**src/inc/pvic_pkg.sv**
```systemverilog
// Constants, types and helpers for the priority vector interrupt controller
package pvic_pkg;

  // Number of request sources and of vector slots
  localparam int NUM_SRC = 19;
  localparam int NUM_VEC = 10;

  // Width of a vector address as presented to the core
  localparam int VEC_ADDR_W = 20;

  // First vector address and spacing between slots
  localparam logic [19:0] VEC_BASE = 20'h00003;
  localparam int VEC_SHIFT = 3;

  // Source positions inside the merged source flag word
  localparam int SRC_PIN_ZERO = 0;
  localparam int SRC_PIN_ONE = 1;
  localparam int SRC_PIN_TWO = 2;
  localparam int SRC_TIMER_ZERO_LOW = 3;
  localparam int SRC_PIN_FOUR = 4;
  localparam int SRC_PIN_THREE = 5;
  localparam int SRC_BASE_TIMER = 6;
  localparam int SRC_TIMER_ZERO_HIGH = 7;
  localparam int SRC_TIMER_ONE_LOW = 8;
  localparam int SRC_TIMER_ONE_HIGH = 9;
  localparam int SRC_SYNC_SERIAL_ZERO = 10;
  localparam int SRC_ASYNC_RECEIVE = 11;
  localparam int SRC_SERIAL_ONE = 12;
  localparam int SRC_ASYNC_TRANSMIT = 13;
  localparam int SRC_CONVERTER = 14;
  localparam int SRC_TIMER_SIX = 15;
  localparam int SRC_TIMER_SEVEN = 16;
  localparam int SRC_PWM = 17;
  localparam int SRC_PORT_ZERO = 18;

  // Which sources feed each vector slot, slot 0 at 00003H
  localparam logic [18:0] VEC_SRC_MASK [NUM_VEC] = '{
    19'h00001, // Pin interrupt zero
    19'h00002, // Pin interrupt one
    19'h0001c, // Pin two, timer zero low, pin four
    19'h00060, // Pin three, base timer
    19'h00080, // Timer zero high
    19'h00300, // Timer one both halves
    19'h00c00, // Sync serial zero, async receive
    19'h03000, // Serial one, async transmit
    19'h3c000, // Converter, timers six and seven, pwm
    19'h40000  // Port zero
  };

  // Slots that choose between highest and low rather than high and low
  localparam logic [9:0] VEC_TOP_CAPABLE = 10'h003;

  // Service levels, ordered none < low < high < highest
  typedef enum logic [1:0] {
    LVL_NONE = 2'h0,
    LVL_LOW = 2'h1,
    LVL_HIGH = 2'h2,
    LVL_TOP = 2'h3
  } level_t;

  // Controller state, one-hot
  typedef enum logic [1:0] {
    ST_IDLE = 2'h1,
    ST_OFFER = 2'h2
  } ctrl_state_t;

  // Reset values
  localparam logic [2:0] IN_SERVICE_RST = 3'h0;
  localparam logic [3:0] VEC_IDX_RST = 4'h0;

  // Level of a slot from its level select bit
  function automatic level_t vec_level(input int idx, input logic sel);
    if (!sel) begin
      return LVL_LOW;
    end
    return VEC_TOP_CAPABLE[idx] ? LVL_TOP : LVL_HIGH;
  endfunction

  // Highest level currently in service; stack bit n stands for level n+1
  function automatic level_t service_level(input logic [2:0] stack);
    if (stack[2]) begin
      return LVL_TOP;
    end
    if (stack[1]) begin
      return LVL_HIGH;
    end
    if (stack[0]) begin
      return LVL_LOW;
    end
    return LVL_NONE;
  endfunction

  // Vector address of a slot
  function automatic logic [19:0] vec_addr(input logic [3:0] idx);
    return VEC_BASE + {13'h0000, idx, 3'h0};
  endfunction

endpackage

```
**src/hw/pvic_pick.sv**
```systemverilog
// Combinational winner selection among pending vector slots
`timescale 1ns/100ps
module pvic_pick
  import pvic_pkg::*;
(
  input wire logic [9:0] vec_pending,
  input wire logic [9:0] vec_level_sel,
  input wire pvic_pkg::level_t floor_level,
  output logic win_valid,
  output logic [3:0] win_idx,
  output pvic_pkg::level_t win_level
);

  // Scan from the top slot down so the lowest eligible slot of a level wins
  always_comb begin
    level_t lvl;
    lvl = LVL_NONE;
    win_valid = 1'b0;
    win_idx = VEC_IDX_RST;
    win_level = LVL_NONE;
    for (int i = NUM_VEC - 1; i >= 0; i--) begin
      lvl = vec_level(i, vec_level_sel[i]);
      if (vec_pending[i] && (lvl > floor_level) && (lvl >= win_level)) begin
        win_valid = 1'b1;
        win_idx = 4'(i);
        win_level = lvl;
      end
    end
  end

endmodule

```
**src/hw/pvic_ctrl.sv**
```systemverilog
// Three-level nested vector interrupt controller with standby wake logic
//
// Summary of operation
// Three nesting levels, highest above high above low.
// Refuse requests not above the in-service level.
// Simultaneous requests: highest level granted first.
// Equal levels: lowest vector address wins.
// Nineteen sources merged onto ten vectors.
// Pin zero at 00003H, highest or low.
// Pin one at 0000BH, highest or low.
// Vectors 00013H to 0002BH: high or low.
// Vectors 00033H to 0004BH: high or low.
// Halt left on resets or accepted request.
// Hold left on resets, pins zero to two and four, port zero.
// Pins zero, one wake from hold and crystal hold only if level-detected.
// Crystal hold also woken by base timer.
// Shared vector requested by any enabled flag.
// Reset leaves nothing in service or offered.
`timescale 1ns/100ps
module pvic_ctrl
  import pvic_pkg::*;
(
  input wire logic ref_clk,
  input wire logic nrst,
  // Source flags, level, held by the peripheral until its handler clears them
  input wire logic ext_pin_irq_zero,
  input wire logic ext_pin_irq_one,
  input wire logic ext_pin_irq_two,
  input wire logic ext_pin_irq_three,
  input wire logic ext_pin_irq_four,
  input wire logic timer_zero_low_event,
  input wire logic timer_zero_high_event,
  input wire logic timer_one_low_event,
  input wire logic timer_one_high_event,
  input wire logic timer_six_event,
  input wire logic timer_seven_event,
  input wire logic base_timer_event,
  input wire logic sync_serial_zero,
  input wire logic serial_one,
  input wire logic async_serial_port_rx,
  input wire logic async_serial_port_tx,
  input wire logic converter_event,
  input wire logic pwm_channel_a,
  input wire logic pwm_channel_b,
  input wire logic port_zero_event,
  // Per-source enables, bit positions as the source indices
  input wire logic [18:0] src_enable,
  // Per-slot level select: 1 picks highest (slots 0,1) or high, 0 picks low
  input wire logic [9:0] vec_level_sel,
  // Detection mode of pins zero and one: 1 = level, 0 = edge
  input wire logic pin_zero_level_mode,
  input wire logic pin_one_level_mode,
  // Core side handshake
  input wire logic irq_ack,
  input wire logic irq_return,
  // Standby state and reset causes
  input wire logic halt_mode,
  input wire logic hold_mode,
  input wire logic xtal_hold_mode,
  input wire logic reset_pin_n,
  input wire logic low_voltage_reset,
  input wire logic watchdog_reset,
  // Outputs to the core
  output logic irq_req_q,
  output logic [19:0] irq_vector_q,
  output pvic_pkg::level_t irq_level_q,
  output pvic_pkg::level_t service_level_q,
  output logic wake_q
);

  import pvic_pkg::*;

  // Whole controller state
  typedef struct packed {
    ctrl_state_t fsm;
    logic [2:0] in_service;
    logic [3:0] vec_idx;
    level_t req_level;
    logic req;
    logic [19:0] vec_addr;
    level_t svc_level;
    logic wake;
  } ctrl_t;

  ctrl_t st_q;
  ctrl_t st_d;

  logic [18:0] src_flags;
  logic [18:0] src_live;
  logic [9:0] vec_pending;
  logic win_valid;
  logic [3:0] win_idx;
  level_t win_level;
  level_t cur_level;
  logic reset_cause;
  logic hold_cause;
  logic xtal_cause;

  // Gather source flags into the indexed word
  always_comb begin
    src_flags = 19'h00000;
    src_flags[SRC_PIN_ZERO] = ext_pin_irq_zero;
    src_flags[SRC_PIN_ONE] = ext_pin_irq_one;
    src_flags[SRC_PIN_TWO] = ext_pin_irq_two;
    src_flags[SRC_TIMER_ZERO_LOW] = timer_zero_low_event;
    src_flags[SRC_PIN_FOUR] = ext_pin_irq_four;
    src_flags[SRC_PIN_THREE] = ext_pin_irq_three;
    src_flags[SRC_BASE_TIMER] = base_timer_event;
    src_flags[SRC_TIMER_ZERO_HIGH] = timer_zero_high_event;
    src_flags[SRC_TIMER_ONE_LOW] = timer_one_low_event;
    src_flags[SRC_TIMER_ONE_HIGH] = timer_one_high_event;
    src_flags[SRC_SYNC_SERIAL_ZERO] = sync_serial_zero;
    src_flags[SRC_ASYNC_RECEIVE] = async_serial_port_rx;
    src_flags[SRC_SERIAL_ONE] = serial_one;
    src_flags[SRC_ASYNC_TRANSMIT] = async_serial_port_tx;
    src_flags[SRC_CONVERTER] = converter_event;
    src_flags[SRC_TIMER_SIX] = timer_six_event;
    src_flags[SRC_TIMER_SEVEN] = timer_seven_event;
    src_flags[SRC_PWM] = pwm_channel_a | pwm_channel_b;
    src_flags[SRC_PORT_ZERO] = port_zero_event;
  end

  assign src_live = src_flags & src_enable;

  // Merge the sources onto their shared slots
  always_comb begin
    for (int v = 0; v < NUM_VEC; v++) begin
      vec_pending[v] = |(src_live & VEC_SRC_MASK[v]);
    end
  end

  // Level currently in service sets the floor for new requests
  assign cur_level = service_level(st_q.in_service);

  // Winner among the pending slots above the floor
  pvic_pick u_pick (
    .vec_pending(vec_pending),
    .vec_level_sel(vec_level_sel),
    .floor_level(cur_level),
    .win_valid(win_valid),
    .win_idx(win_idx),
    .win_level(win_level)
  );

  // Wake causes; resets release every standby mode
  assign reset_cause = !reset_pin_n || low_voltage_reset || watchdog_reset;
  // Oscillators stop in hold, so only the documented pin and port causes count
  assign hold_cause = (src_live[SRC_PIN_ZERO] && pin_zero_level_mode) ||
                      (src_live[SRC_PIN_ONE] && pin_one_level_mode) ||
                      src_live[SRC_PIN_TWO] || src_live[SRC_PIN_FOUR] ||
                      src_live[SRC_PORT_ZERO];
  // Base timer keeps counting in crystal hold, so it may release it too
  assign xtal_cause = hold_cause || src_live[SRC_BASE_TIMER];

  // Next-state logic for offer, acceptance, return and wake
  always_comb begin
    st_d = st_q;
    case (st_q.fsm)
      ST_IDLE: begin
        if (win_valid) begin
          st_d.fsm = ST_OFFER;
          st_d.req = 1'b1;
          st_d.vec_idx = win_idx;
          st_d.req_level = win_level;
        end
      end
      ST_OFFER: begin
        if (irq_ack) begin
          // Push the granted level; it now blocks equal and lower levels
          st_d.in_service[st_q.req_level - 2'h1] = 1'b1;
          st_d.fsm = ST_IDLE;
          st_d.req = 1'b0;
        end else if (win_valid) begin
          // A better request arriving before the core takes the offer replaces it
          st_d.vec_idx = win_idx;
          st_d.req_level = win_level;
        end else begin
          // No pending slot left above the floor before acceptance: withdraw the offer
          st_d.fsm = ST_IDLE;
          st_d.req = 1'b0;
        end
      end
      default: begin
        st_d.fsm = ST_IDLE;
        st_d.req = 1'b0;
      end
    endcase
    // Return pops the top level so the interrupted level resumes; a return in
    // the same cycle as an ack is dropped, so the level pushed above stays in service
    if (irq_return && !(st_q.fsm == ST_OFFER && irq_ack)) begin
      if (st_q.in_service[2]) begin
        st_d.in_service[2] = 1'b0;
      end else if (st_q.in_service[1]) begin
        st_d.in_service[1] = 1'b0;
      end else begin
        st_d.in_service[0] = 1'b0;
      end
    end
    st_d.vec_addr = vec_addr(st_d.vec_idx);
    st_d.svc_level = service_level(st_d.in_service);
    // Wake is a level that follows the standby mode and its causes
    st_d.wake = reset_cause ||
                (halt_mode && win_valid) ||
                (hold_mode && hold_cause) ||
                (xtal_hold_mode && xtal_cause);
  end

  // State register; nothing in service and no offer after reset
  always_ff @(posedge ref_clk or negedge nrst) begin
    if (!nrst) begin
      st_q.fsm <= ST_IDLE;
      st_q.in_service <= IN_SERVICE_RST;
      st_q.vec_idx <= VEC_IDX_RST;
      st_q.req_level <= LVL_NONE;
      st_q.req <= 1'b0;
      st_q.vec_addr <= VEC_BASE;
      st_q.svc_level <= LVL_NONE;
      st_q.wake <= 1'b0;
    end else begin
      st_q <= st_d;
    end
  end

  // Outputs straight from the state flops
  assign irq_req_q = st_q.req;
  assign irq_vector_q = st_q.vec_addr;
  assign irq_level_q = st_q.req_level;
  assign service_level_q = st_q.svc_level;
  assign wake_q = st_q.wake;

endmodule

```
**config.mk**
```make
export PLATFORM = sky130hd
export DESIGN_NAME = pvic_ctrl
export DESIGN_NICKNAME = d
export VERILOG_FILES = /design/src/inc/pvic_pkg.sv /design/src/hw/pvic_pick.sv /design/src/hw/pvic_ctrl.sv
export SDC_FILE = /design/constraint.sdc
export NUM_CORES = 1
export LEC_CHECK = 0
export ABC_CLOCK_PERIOD_IN_PS = 22600
export BUFFER_PORTS_ARGS = -buffer_cell sky130_fd_sc_hd__buf_2
export CAP_MARGIN = 10
export CELL_PAD_IN_SITES_DETAIL_PLACEMENT = 1
export CELL_PAD_IN_SITES_GLOBAL_PLACEMENT = 2
export CORE_ASPECT_RATIO = 0.9
export CORE_MARGIN = 1
export CORE_UTILIZATION = 30
export DETAILED_ROUTE_END_ITERATION = 8
export PLACE_DENSITY_LB_ADDON = 0.1
export SYNTH_ARGS = -nofsm -noshare
export SYNTH_HDL_FRONTEND = slang
export SYNTH_SLANG_ARGS = --single-unit
```
**constraint.sdc**
```tcl
create_clock -name ref_clk -period 22.6 [get_ports ref_clk]
set_input_delay 4.52 -clock ref_clk [delete_from_list [all_inputs] [get_ports ref_clk]]
set_output_delay 4.52 -clock ref_clk [all_outputs]
set_load 0.01 [all_outputs]
```
# After elaboration in Yosys (flattened, before gate mapping)

Cells that the tools add are included.

$add $sub $neg: 2
Order comparisons: 22
Eq/ne operators: 6
Multiplexer cells: 84
Bitwise logic cells: 3
Reductions and logical operators: 49

Operators with widths:

| kind                                                 | number |
|---|---|
| 2-to-1 mux 2 bit                                     | 36 |
| 2-to-1 mux 4 bit                                     | 10 |
| logical AND 1 bit                                    | 28 |
| 2-to-1 mux 1 bit                                     | 28 |
| > comparator 2 bit                                   | 10 |
| bitwise AND 19 bit                                   | 1 |
| >= comparator 2 bit                                  | 9 |
| 2-to-1 mux 6 bit                                     | 2 |
| case mux 6 bit (2 select lines)                      | 1 |
| logical OR 1 bit                                     | 10 |
| 2-to-1 mux 3 bit                                     | 3 |
| adder 2 x 7 -> 8 bit (first input constant)          | 1 |
| OR reduction 2 bit                                   | 4 |
| 2-to-1 mux 7 bit                                     | 1 |
| != test 2 bit (second input constant)                | 3 |
| >= comparator 2 x 1 -> 1 bit (second input constant) | 2 |
| case mux 2 bit (2 select lines)                      | 1 |
| AND reduction 4 bit                                  | 1 |
| OR reduction 4 bit                                   | 1 |
| < comparator 2 x 3 -> 1 bit (second input constant)  | 1 |
| != test 3 bit (second input constant)                | 1 |
| bitwise OR 3 bit                                     | 1 |
| OR reduction 3 bit                                   | 1 |
| demux 1 bit (select 2 bit)                           | 1 |
| 8 further kinds                                      | 9 |

Flip-flop bits (word level): 23
Input port bits: 61
Output and inout port bits: 26
Logic and storage cells: 174

# Longest topological paths before layout

Gate-level depths: netlist of run 1.

Depth after elaboration: 42
Depth in mapped cells: 52
Depth with buffers taken out: 51

# Modules after synthesis

A second synthesis of run 1 with hierarchy kept.

Cell total of the unflattened synthesis: 246
Area, all modules: 2107.0 µm²

Modules (own cells, without submodules):

| module    | times used | cells an instance | area an instance (µm²) |
|---|---|---|---|
| pvic_pick | 1          | 152               | 1181.1 |
| pvic_ctrl | 1          | 94                | 925.9 |

# Worst setup path before layout of run 1

OpenSTA, ideal clock, no wires.

Path kind: input-to-reg
From: input port vec_level_sel[9]
To: register st_q, in the netlist irq_level_q[0]
Setup time: 0.125 ns
Data arrival time: 13.370 ns
Setup slack: 9.105 ns
Cell stages on the path: 49
Path buffers: 1
Cells stage by stage: ha_1 > nor2b_1 > o211ai_1 > nor2_1 > ha_1 > nand2b_1 > a21o_1 > and3_1 > buf_6 > mux2i_1 > ha_1 > nand2b_1 > o211a_1 > o311ai_0 > inv_1 > ha_1 > nand2b_1 > a21oi_1 > (+13 left out) > and2_1 > a211o_1 > inv_1 > ha_1 > nand2b_1 > nor2_1 > nor4_1 > nand2_1 > nand3_1 > o21ai_0 > ha_1 > nand2b_1 > a21oi_1 > a2111o_1 > inv_1 > o311ai_4 > o21ai_4 > mux2_4

Cells in the longest elaborated chain, start to end: 35
Elaborated cells on any way between the ends: 50
Those cells by class: order compare (11); eq/ne (2); mux (25); reduce/logical (12)

RTL lines:

| what                            | line             | text |
|---|---|---|
| start, declared                 | pvic_ctrl.sv:49  | `input wire logic [9:0] vec_level_sel,` |
| 2-to-1 mux 2 bit (*)            | pvic_pkg.sv:76   | `return VEC_TOP_CAPABLE[idx] ? LVL_TOP : LVL_HIGH;` |
| > comparator 2 bit              | pvic_pick.sv:23  | `if (vec_pending[i] && (lvl > floor_level) && (lvl >= win_level)) begin` |
| logical AND 1 bit (2 in a row)  | pvic_pick.sv:23  |  |
| 2-to-1 mux 2 bit                | pvic_pick.sv:23  |  |
| >= comparator 2 bit             | pvic_pick.sv:23  |  |
| logical AND 1 bit               | pvic_pick.sv:23  |  |
| 2-to-1 mux 2 bit                | pvic_pick.sv:23  |  |
| >= comparator 2 bit             | pvic_pick.sv:23  |  |
| (+18 left out)                  | n/a              |  |
| logical AND 1 bit               | pvic_pick.sv:23  |  |
| 2-to-1 mux 2 bit                | pvic_pick.sv:23  |  |
| >= comparator 2 bit             | pvic_pick.sv:23  |  |
| logical AND 1 bit               | pvic_pick.sv:23  |  |
| 2-to-1 mux 2 bit                | pvic_pick.sv:23  |  |
| 2-to-1 mux 6 bit                | pvic_ctrl.sv:173 | `end else if (win_valid) begin` |
| 2-to-1 mux 6 bit                | pvic_ctrl.sv:168 | `if (irq_ack) begin` |
| case mux 6 bit (2 select lines) | pvic_ctrl.sv:158 | `case (st_q.fsm)` |
| end signal, assigned            | pvic_ctrl.sv:220 | `st_q <= st_d;` |
| end, declared                   | pvic_ctrl.sv:85  | `ctrl_t st_q;` |

Mark *: on every way between the ends. The rest lies on a longest branch, timed or not. The select of a mux whose other input is x is not followed.
A chain may end at the register's enable or synchronous reset.

# Final worst setup path of run 1

From: input port vec_level_sel[9]
To: register st_q[27] in the netlist's numbering

Cells in the longest elaborated chain, start to end: 35
Elaborated cells on any way between the ends: 55
Those cells by class: order compare (11); mux (33); reduce/logical (11)

RTL lines:

| what                                                        | line |
|---|---|
| 2-to-1 mux 2 bit (*)                                        | pvic_pkg.sv:76 |
| > comparator 2 bit                                          | pvic_pick.sv:23 |
| logical AND 1 bit (2 in a row)                              | pvic_pick.sv:23 |
| 2-to-1 mux 2 bit                                            | pvic_pick.sv:23 |
| >= comparator 2 bit                                         | pvic_pick.sv:23 |
| logical AND 1 bit                                           | pvic_pick.sv:23 |
| 2-to-1 mux 2 bit                                            | pvic_pick.sv:23 |
| >= comparator 2 bit                                         | pvic_pick.sv:23 |
| (+18 left out)                                              | n/a |
| logical AND 1 bit                                           | pvic_pick.sv:23 |
| 2-to-1 mux 2 bit                                            | pvic_pick.sv:23 |
| >= comparator 2 bit                                         | pvic_pick.sv:23 |
| logical AND 1 bit                                           | pvic_pick.sv:23 |
| 2-to-1 mux 4 bit / 2-to-1 mux 1 bit (equally long branches) | pvic_pick.sv:23 |
| 2-to-1 mux 6 bit                                            | pvic_ctrl.sv:173 |
| 2-to-1 mux 6 bit                                            | pvic_ctrl.sv:168 |
| case mux 6 bit (2 select lines) (*)                         | pvic_ctrl.sv:158 |

Marks and branches as above.

==> flow_summary.json, run 1 <==
{
  "status": "finished, final reports clean",
  "grt_max_degree": 15,
  "route.detailed.drc": 0,
  "yosysWarnings": 0,
  "via_per_inst": 4.91,
  "synthDistinctLibCells": 67,
  "min_path_cells": 1,
  "row_count": 29,
  "async_reset_ff_share_pct": 100,
  "coreArea_mm2": 0.00708,
  "cts-htree-levels": 1,
  "postSynthAreaPerCell_um2": 8.67,
  "synth_edf_count": 0,
  "worstRegToRegCells": 50,
  "grt_pass1_vias": 1947,
  "antenna_found_initial": 0,
  "synth_top_area_share_pct": 17.1,
  "crit_path_max_fanout": 10,
  "report.final.slew_viol_count": 0,
  "critPathRequiredTime_ns": 22.73,
  "start_util_pct": 31.0,
  "cp.depth": 49,
  "end_kind": "flop",
  "finalWirelength_mm": 5.41,
  "vias": 2010,
  "cts_tree": "yes",
  "crit_arrival_ns": 14.88,
  "tightest_slew_ns": 0.576,
  "relSlewSlack_pct": 61.1,
  "place_area_mm2": 0.00252,
  "cp-start-kind": "primary input",
  "seq_area_frac_synth_pct": 16.0,
  "ctsResizeCount": 0,
  "final.period_utilization_pct": 65.3,
  "slowest_delay_ns": 0.59,
  "chipHeight_um": 83.1,
  "synthCells": 253,
  "tns_ns": 0,
  "clockRootBuffer": "clkbuf_8",
  "crit_buf_inv": 4,
  "min_period_ns": 14.75,
  "yosys_most_used_dff": "dfrtp_1",
  "ctsHoldBuffers": 0,
  "grt.overflow.total": 0,
  "drive_above_1_share_pct": 32.0,
  "rsz0062_at_grt": "false",
  "final_nets": 408,
  "hold_violations": 0,
  "crit_family": "compound AO/OA/AOI/OAI gates",
  "cts_setup_buffers": 0,
  "ctsLongestPathBuffers": 2,
  "drtIter0Drc": 46,
  "cpMostUsedCell": "ha_1",
  "cap_viol_max_count": 0,
  "crit_type": "primary input to flop",
  "grt.total_usage_pct": 14.5,
  "first_pass_iters": 4,
  "skew_ns": 0.00275,
  "grt_pass1_wl_mm": 9.16,
  "syn2layout_area_growth_pct": 17.6,
  "p_leak_nw": 1.26,
  "syn_area_mm2": 0.00219,
  "path_clk_slew_ns": 0.06,
  "max_freq_mhz": 67.8,
  "diodes": 0,
  "clk_latency_ns": 0.24,
  "fin_area_mm2": 0.00258,
  "postRouteAntennaNets": 0,
  "num_io_pins": 87,
  "ir_drop_mv": 0.0255,
  "portBuffers": 70,
  "slowest_stage": "a2111oi_4",
  "synth_seq_cells": 14,
  "place.detailed.hpwl_mm": 4.61,
  "setup_viol": 0,
  "wl_per_cell_um": 13.2,
  "numCtsBuffers": 3,
  "cts_num_sinks": 14,
  "powerDensity_mw_per_mm2": 101,
  "routabilityCongestion": 0.745,
  "die_x_um": 92.2,
  "synth_area_leaders": "ha_1 17%, dfrtp_1 15%, buf_4 8.2%",
  "synth_common_cells": "30 x ha_1, 24 x buf_4, 18 x inv_1",
  "synth_top_area_cell": "ha_1",
  "hp-class": "flop to flop",
  "dieArea_mm2": 0.00766,
  "synth.most_common_cell": "ha_1"
}
-- placed cells by master (no fill, tap or decap), types with 3 or more instances in the layout --
master	n
conb_1	16
nand2_1	16
nand3_1	5
o21a_1	3
o21ai_0	9
a22oi_1	4
nor3_1	4
o211ai_1	3
a21oi_1	16
ha_1	30
nor2b_1	4
mux2_4	5
nor3b_1	3
clkbuf_8	4
nor2_1	14
and2_1	3
nand2b_1	12
a221oi_1	3
buf_2	70
or2_2	3
dfrtp_1	13
a311oi_1	3
inv_1	18
-- path summary, 6_finish.rpt --
| check | start | end | slack (ns) |
|---|---|---|---|
| worst max-delay path | vec_level_sel[9] | st_q[27] | 7.85 |
| worst min-delay path | st_q[26] | st_q[26] | 0.52 |
| worst max register to register | st_q[30] | st_q[27] | 11.48 |
| worst min register to register | st_q[26] | st_q[26] | 0.52 |
| max in group asynchronous | nrst | st_q[33] | 18.15 |
| min in group asynchronous | nrst | st_q[28] | 4.17 |
-- report_power, final --
part / leakage [nW] / switching (mW) / internal (mW)
Clock: 0.0288 / 0.00828 / 0.0154
Combinational: 1.06 / 0.106 / 0.0879
Sequential: 0.174 / 0.00711 / 0.0352
Total: 1.26 / 0.121 / 0.139
-- area by class of cell --
cell class	count	area (um2)
fillers	882	4500
multi-input cells	208	1630
repair buffers	71	358
flip-flops and latches	14	352
well taps	93	116
inverters	19	71.3
clock buffers	4	55.1
-- cells by family after synthesis --
kind of cell	after synthesis	synth area share (%)
AOI/OAI and AO/OA	77	30.3
adders and majority gates	30	17.1
buffers and inverters	45	12.2
DFF	14	16.0
muxes	6	3.88
other	2	0.342
and+or+nand+nor	79	20.1
-- metrics by stage --
| stage | util (%) | total power [mW] | instances | setup slack (ns) | hold WS, ns |
|---|---|---|---|---|---|
| 4_1_cts | 36.5 | 0.264 | 409 | 7.81 | 0.517 |
| 2_1_floorplan | - | 0.201 | 267 | 9.10 | 0.483 |
| 6_report | 36.5 | 0.260 | 409 | 7.85 | 0.520 |
| 3_3_place_gp | 35.7 | 0.236 | 405 | 7.75 | 0.510 |
| 5_1_grt | 36.5 | 0.288 | 409 | 6.88 | 0.539 |
| 3_5_place_dp | 35.7 | 0.239 | 405 | 7.54 | 0.501 |
-- registers in the layout (all words and copies together) (netlist names) --
name,count
st_q,9
wake_q,1
irq_level_q,2
service_level_q,2
-- layer usage --
metal | wire length, um | track usage, % | vias up | share of wire, %
li1 | - | - | 1039 | -
met2 | 2430 | 23.7 | 39 | 45
met1 | 2810 | 21.0 | 930 | 52
met4 | 15 | 2.56 | 0 | 0.28
met5 | 0 | 0 | - | 0
met3 | 152 | 0.824 | 2 | 2.8
No activity file was read; power rests on OpenSTA's default activity.
==> inputs of run 2 (changes only) <==
--- a/config.mk
+++ b/config.mk
@@ -5,14 +5,14 @@
 export SDC_FILE = /design/constraint.sdc
 export NUM_CORES = 1
 export LEC_CHECK = 0
-export ABC_CLOCK_PERIOD_IN_PS = 22600
+export ABC_CLOCK_PERIOD_IN_PS = 14400
 export BUFFER_PORTS_ARGS = -buffer_cell sky130_fd_sc_hd__buf_2
 export CAP_MARGIN = 10
 export CELL_PAD_IN_SITES_DETAIL_PLACEMENT = 1
 export CELL_PAD_IN_SITES_GLOBAL_PLACEMENT = 2
 export CORE_ASPECT_RATIO = 0.9
 export CORE_MARGIN = 1
-export CORE_UTILIZATION = 30
+export CORE_UTILIZATION = 28
 export DETAILED_ROUTE_END_ITERATION = 8
 export PLACE_DENSITY_LB_ADDON = 0.1
 export SYNTH_ARGS = -nofsm -noshare
==> constraint.sdc (replaced) <==
create_clock -name ref_clk -period 14.4 [get_ports ref_clk]
set_input_delay 2.88 -clock ref_clk [delete_from_list [all_inputs] [get_ports ref_clk]]
set_output_delay 2.88 -clock ref_clk [all_outputs]
set_load 0.01 [all_outputs]
==> run 2 against run 1 <==
Via count up 1.1%. Sequential cell count did not move. Clock power grew 35%. First-iteration DRC count up 26%. Worst hold slack lost 0.0092 ns. Critical path type unchanged. Total power is 56% higher. Critical path depth unchanged.
==> flow_summary.json, run 2 (synthesis results as in run 1) <==
{
  "internal_power_mw": 0.213,
  "cap_viol_max_count": 0,
  "grt_max_degree": 15,
  "final_nets": 408,
  "ctsLongestPathBuffers": 2,
  "first_pass_iters": 4,
  "worstRegToRegCells": 50,
  "crit_path_max_fanout": 10,
  "fin_hold_ws_ns": 0.510,
  "die_x_um": 95.3,
  "num_io_pins": 87,
  "fillCellCount": 942,
  "cp-start-kind": "primary input",
  "via_per_inst": 4.93,
  "grt_pass1_wl_mm": 9.22,
  "report.final.slew_viol_count": 0,
  "clk_latency_ns": 0.24,
  "min_path_cells": 1,
  "chipHeight_um": 86.0,
  "total_power_mw": 0.405,
  "crit_type": "primary input to flop",
  "fin_area_mm2": 0.00257,
  "path_clk_slew_ns": 0.05,
  "p_sw_mw": 0.192,
  "coreArea_mm2": 0.00758,
  "routabilityCongestion": 0.807,
  "power_frac_comb_pct": 75.9,
  "clockRootBuffer": "clkbuf_8",
  "slowest_delay_ns": 0.74,
  "cts_tree": "yes",
  "hold_violations": 0,
  "max_freq_mhz": 74.8,
  "antenna_found_initial": 0,
  "start_util_pct": 28.9,
  "slowest_stage": "o311ai_0",
  "skew_ns": 0.00486,
  "final_common_cell": "buf_2",
  "row_count": 30,
  "grt.overflow.total": 0,
  "drive_above_1_share_pct": 31.6,
  "route.detailed.drc": 0,
  "largest_reg_flops": 9,
  "p_sw_share_pct": 47.5,
  "diodes": 0,
  "end_kind": "flop",
  "largest_register": "st_q",
  "setup_viol": 0,
  "powerDensity_mw_per_mm2": 157,
  "cpMostUsedCell": "ha_1",
  "wl_per_cell_um": 13.6,
  "dieArea_mm2": 0.00820,
  "critPathRequiredTime_ns": 14.52,
  "crit_arrival_ns": 13.49,
  "place_area_mm2": 0.00253,
  "cts_setup_buffers": 0,
  "vias": 2033,
  "ctsResizeCount": 0,
  "syn2layout_area_growth_pct": 17.3,
  "finalWirelength_mm": 5.61,
  "grt.total_usage_pct": 14.0,
  "numCtsBuffers": 3,
  "pwr-share-clk_pct": 7.9,
  "relSlewSlack_pct": 43.0,
  "layout_common_cells": "70 x buf_2, 30 x ha_1, 18 x inv_1",
  "final_util_pct": 33.9,
  "min_period_ns": 13.37,
  "seqPwrFrac_pct": 16.2,
  "ir_drop_mv": 0.0397,
  "final.period_utilization_pct": 92.9,
  "p_leak_nw": 1.25,
  "rsz0062_at_grt": "false",
  "ctsHoldBuffers": 0,
  "drtIter0Drc": 58,
  "status": "finished, final reports clean",
  "tns_ns": 0,
  "hp-class": "flop to flop",
  "grt_pass1_vias": 1919,
  "cts_num_sinks": 14,
  "place.detailed.hpwl_mm": 4.80,
  "cts-htree-levels": 1,
  "portBuffers": 70,
  "tightest_slew_ns": 0.844,
  "postRouteAntennaNets": 0
}
[run 2: cell counts in the layout (fill, tap and decap cells not counted)]
Identical to the previous run, type by type.
[run 2: area by class of cell]
cell class	instances	area (um2)	area share, %
Inverter	19	71.3	2.77
Tap cell	96	120	4.67
Timing Repair Buffer	71	358	13.9
Clock buffer	4	45.0	1.75
Multi-Input combinational cell	208	1630	63.2
Sequential cell	14	352	13.7
[run 2: path summary, 6_finish.rpt]
path / startpoint / endpoint / slack [ns]
worst max-delay path: vec_level_sel[9] / st_q[28] / 1.03
worst min-delay path: st_q[26] / st_q[26] / 0.51
worst max register to register: st_q[30] / st_q[28] / 2.99
worst min register to register: st_q[26] / st_q[26] / 0.51
max in group asynchronous: nrst / st_q[33] / 11.58
min in group asynchronous: nrst / st_q[32] / 2.53
[run 2: power by group through the flow]
stage / registers, mW / logic (mW) / clock network, mW
floorplan: 0.0639 / 0.252 / 0
global placement: 0.0668 / 0.305 / 0
detailed placement: 0.0669 / 0.311 / 0
CTS: 0.0663 / 0.313 / 0.0327
global route: 0.0680 / 0.347 / 0.0350
finish: 0.0658 / 0.307 / 0.0319
[run 2: worst max-delay path: cells and delay by family]
kind,cells,cell delay (ns)
simple gates,19,3.27
buf+inv,4,0.53
compound gates,16,4.07
fa+ha+maj,8,2.19
mux,2,0.56
[run 2: per-stage QoR]
stage               worst slack (ns)  instances
floorplan                       2.54        267
global placement                1.03        408
detailed placement             0.796        408
CTS                             1.03        412
global route                  0.0928        412
finish                          1.03        412
[run 2: layer usage]
layer  vias up  wire length (um)  global-route usage [%]
met4         0                10                    1.24
li1       1040                 -                       -
met3         2               164                   0.621
met1       953              2900                    21.0
met2        38              2530                    22.5
met5         -                 0                       0
==> inputs of run 3 (changes only) <==
--- a/config.mk
+++ b/config.mk
@@ -5,6 +5,7 @@
 export SDC_FILE = /design/constraint.sdc
 export NUM_CORES = 1
 export LEC_CHECK = 0
+export ABC_AREA = 1
 export ABC_CLOCK_PERIOD_IN_PS = 14400
 export BUFFER_PORTS_ARGS = -buffer_cell sky130_fd_sc_hd__buf_2
 export CAP_MARGIN = 10
@@ -12,7 +13,7 @@
 export CELL_PAD_IN_SITES_GLOBAL_PLACEMENT = 2
 export CORE_ASPECT_RATIO = 0.9
 export CORE_MARGIN = 1
-export CORE_UTILIZATION = 28
+export CORE_UTILIZATION = 25
 export DETAILED_ROUTE_END_ITERATION = 8
 export PLACE_DENSITY_LB_ADDON = 0.1
 export SYNTH_ARGS = -nofsm -noshare
==> run 3 against run 2 <==
Wire length fell by 6.2%. Clock power rose by 2%. The run now ends with DRC left. Largest cell class unchanged. Via count increased by 1.4%. Clock-buffer cell count unchanged. Register-to-register slack gained 1.6 ns.
==> flow_summary.json, run 3 <==
{
  "tightest_slew_ns": 0.649,
  "synth_area_leaders": "ha_1 18%, dfrtp_1 16%, nand2_1 15%",
  "report.final.slew_viol_count": 0,
  "seq_area_frac_synth_pct": 16.8,
  "end_kind": "flop",
  "ctsHoldBuffers": 0,
  "place_area_mm2": 0.00244,
  "routabilityCongestion": 0.728,
  "p_leak_nw": 1.51,
  "final_nets": 470,
  "slowest_delay_ns": 0.44,
  "die_x_um": 98.4,
  "via_per_inst": 4.32,
  "async_reset_ff_share_pct": 100,
  "grt.overflow.total": 0,
  "antenna_found_initial": 0,
  "tns_ns": 0,
  "final_common_cell": "nand2_1",
  "cts_num_sinks": 14,
  "powerDensity_mw_per_mm2": 159,
  "path_clk_slew_ns": 0.05,
  "finalWirelength_mm": 5.26,
  "largest_register": "st_q",
  "vias": 2061,
  "numCtsBuffers": 3,
  "setup_slack_ns": 2.81,
  "row_count": 31,
  "wl_per_cell_um": 11.0,
  "num_io_pins": 87,
  "syn_area_mm2": 0.00209,
  "yosys_most_used_dff": "dfrtp_1",
  "post-place-ws_ns": 2.42,
  "slowest_stage": "a221oi_1",
  "skew_ns": 0.00638,
  "postRouteAntennaNets": 0,
  "portBuffers": 70,
  "cp-start-kind": "primary input",
  "route.detailed.drc": 6,
  "fin_area_mm2": 0.00249,
  "drive_above_1_share_pct": 24.6,
  "final_util_pct": 30.9,
  "min_period_ns": 11.59,
  "synthDistinctLibCells": 34,
  "crit_family": "simple AND/OR/NAND/NOR gates",
  "drtIter0Drc": 46,
  "grt.total_usage_pct": 12.6,
  "layout_common_cells": "83 x nand2_1, 70 x buf_2, 53 x inv_1",
  "yosysWarnings": 0,
  "max_freq_mhz": 86.3,
  "diodes": 0,
  "cpMostUsedCell": "nand2_1",
  "cts_tree": "yes",
  "relSlewSlack_pct": 56.4,
  "rsz0062_at_grt": "false",
  "grt_pass1_vias": 2023,
  "grt_max_degree": 15,
  "status": "complete, but fails checks",
  "postSynthAreaPerCell_um2": 6.68,
  "synth.most_common_cell": "nand2_1",
  "crit_path_max_fanout": 8,
  "cts_setup_buffers": 0,
  "hold_violations": 0,
  "critPathRequiredTime_ns": 14.52,
  "largest_reg_flops": 9,
  "synthCells": 313,
  "place.detailed.hpwl_mm": 4.61,
  "clk_latency_ns": 0.24,
  "hp-class": "flop to flop",
  "synth_seq_cells": 14,
  "setup_viol": 0,
  "crit_buf_inv": 11,
  "chipHeight_um": 88.8,
  "cap_viol_max_count": 0,
  "start_util_pct": 25.9,
  "clockRootBuffer": "clkbuf_8",
  "dieArea_mm2": 0.00873,
  "synth_top_area_cell": "ha_1",
  "crit_type": "primary input to flop",
  "ctsLongestPathBuffers": 2,
  "first_pass_iters": 6,
  "synth_common_cells": "83 x nand2_1, 53 x inv_1, 30 x ha_1",
  "cts-htree-levels": 1,
  "ir_drop_mv": 0.0429,
  "ctsResizeCount": 0,
  "synth_edf_count": 0,
  "coreArea_mm2": 0.00807,
  "failed_checks": "DRC",
  "synth_top_area_share_pct": 18.0,
  "crit_arrival_ns": 11.72,
  "grt_pass1_wl_mm": 9.07,
  "final.period_utilization_pct": 80.5,
  "syn2layout_area_growth_pct": 19.1
}
## run 3: cell count changes after synthesis, moves of 5 or more
cell      before  now
nand2_4        0    6
nand2b_1      12    0
nor2_1        14   19
nand3_1        5   17
inv_1         18   53
nand4_1        2    9
mux2_4         5    0
nand2_1       16   83
## run 3: cells by family after synthesis
group	after synthesis	share of synthesized area (%)
compound gates	41	12.2
buf+inv	77	18.1
simple gates	149	34.5
flops	14	16.8
fa+ha+maj	30	18.0
other cells	2	0.359
## run 3: path summary, 6_finish.rpt
kind / depth (start not counted) / from / to / slack (ns)
min in group asynchronous: 1 / nrst / irq_level_q[1] / 2.52
max in group asynchronous: 1 / nrst / st_q[33] / 11.59
max: 66 / vec_level_sel[9] / st_q[29] / 2.81
min reg2reg: 2 / st_q[28] / st_q[28] / 0.48
min: 2 / st_q[28] / st_q[28] / 0.48
max reg2reg: 68 / st_q[31] / st_q[29] / 4.63
## run 3: tightest hold or removal path: cells and delay by family, from the launching register on
kind          cells  cell delay [ns]
flops             1             0.35
simple gates      2             0.11
## run 3: per-layer routing
metal	vias to the layer above	share of wire [%]	global-route usage [%]
li1	1106	-	-
met1	923	51	17.2
met2	32	47	22.2
met5	-	0	0
met4	0	0	2.04
met3	0	2.2	0.948
## run 3: area by class of cell
class / instances / area, um2
flip-flops and latches: 14 / 352
clock buffers: 4 / 45.0
multi-input cells: 236 / 1410
fillers: 1073 / 5580
inverters: 53 / 199
well taps: 99 / 124
repair buffers: 71 / 358
## run 3: where the power goes
group	leakage (nW)	internal [mW]	switching, mW	total [mW]
logic	1.32	0.111	0.189	0.300
registers	0.176	0.0556	0.00870	0.0643
clock network	0.0228	0.0195	0.0129	0.0324
total	1.51	0.186	0.210	0.397
## run 3: per-stage QoR
stage,power (mW),hold WS [ns],instances
2_1_floorplan,0.304,0.443,327
3_3_place_gp,0.363,0.458,473
3_5_place_dp,0.372,0.465,473
4_1_cts,0.405,0.479,477
5_1_grt,0.456,0.503,477
6_report,0.397,0.479,477
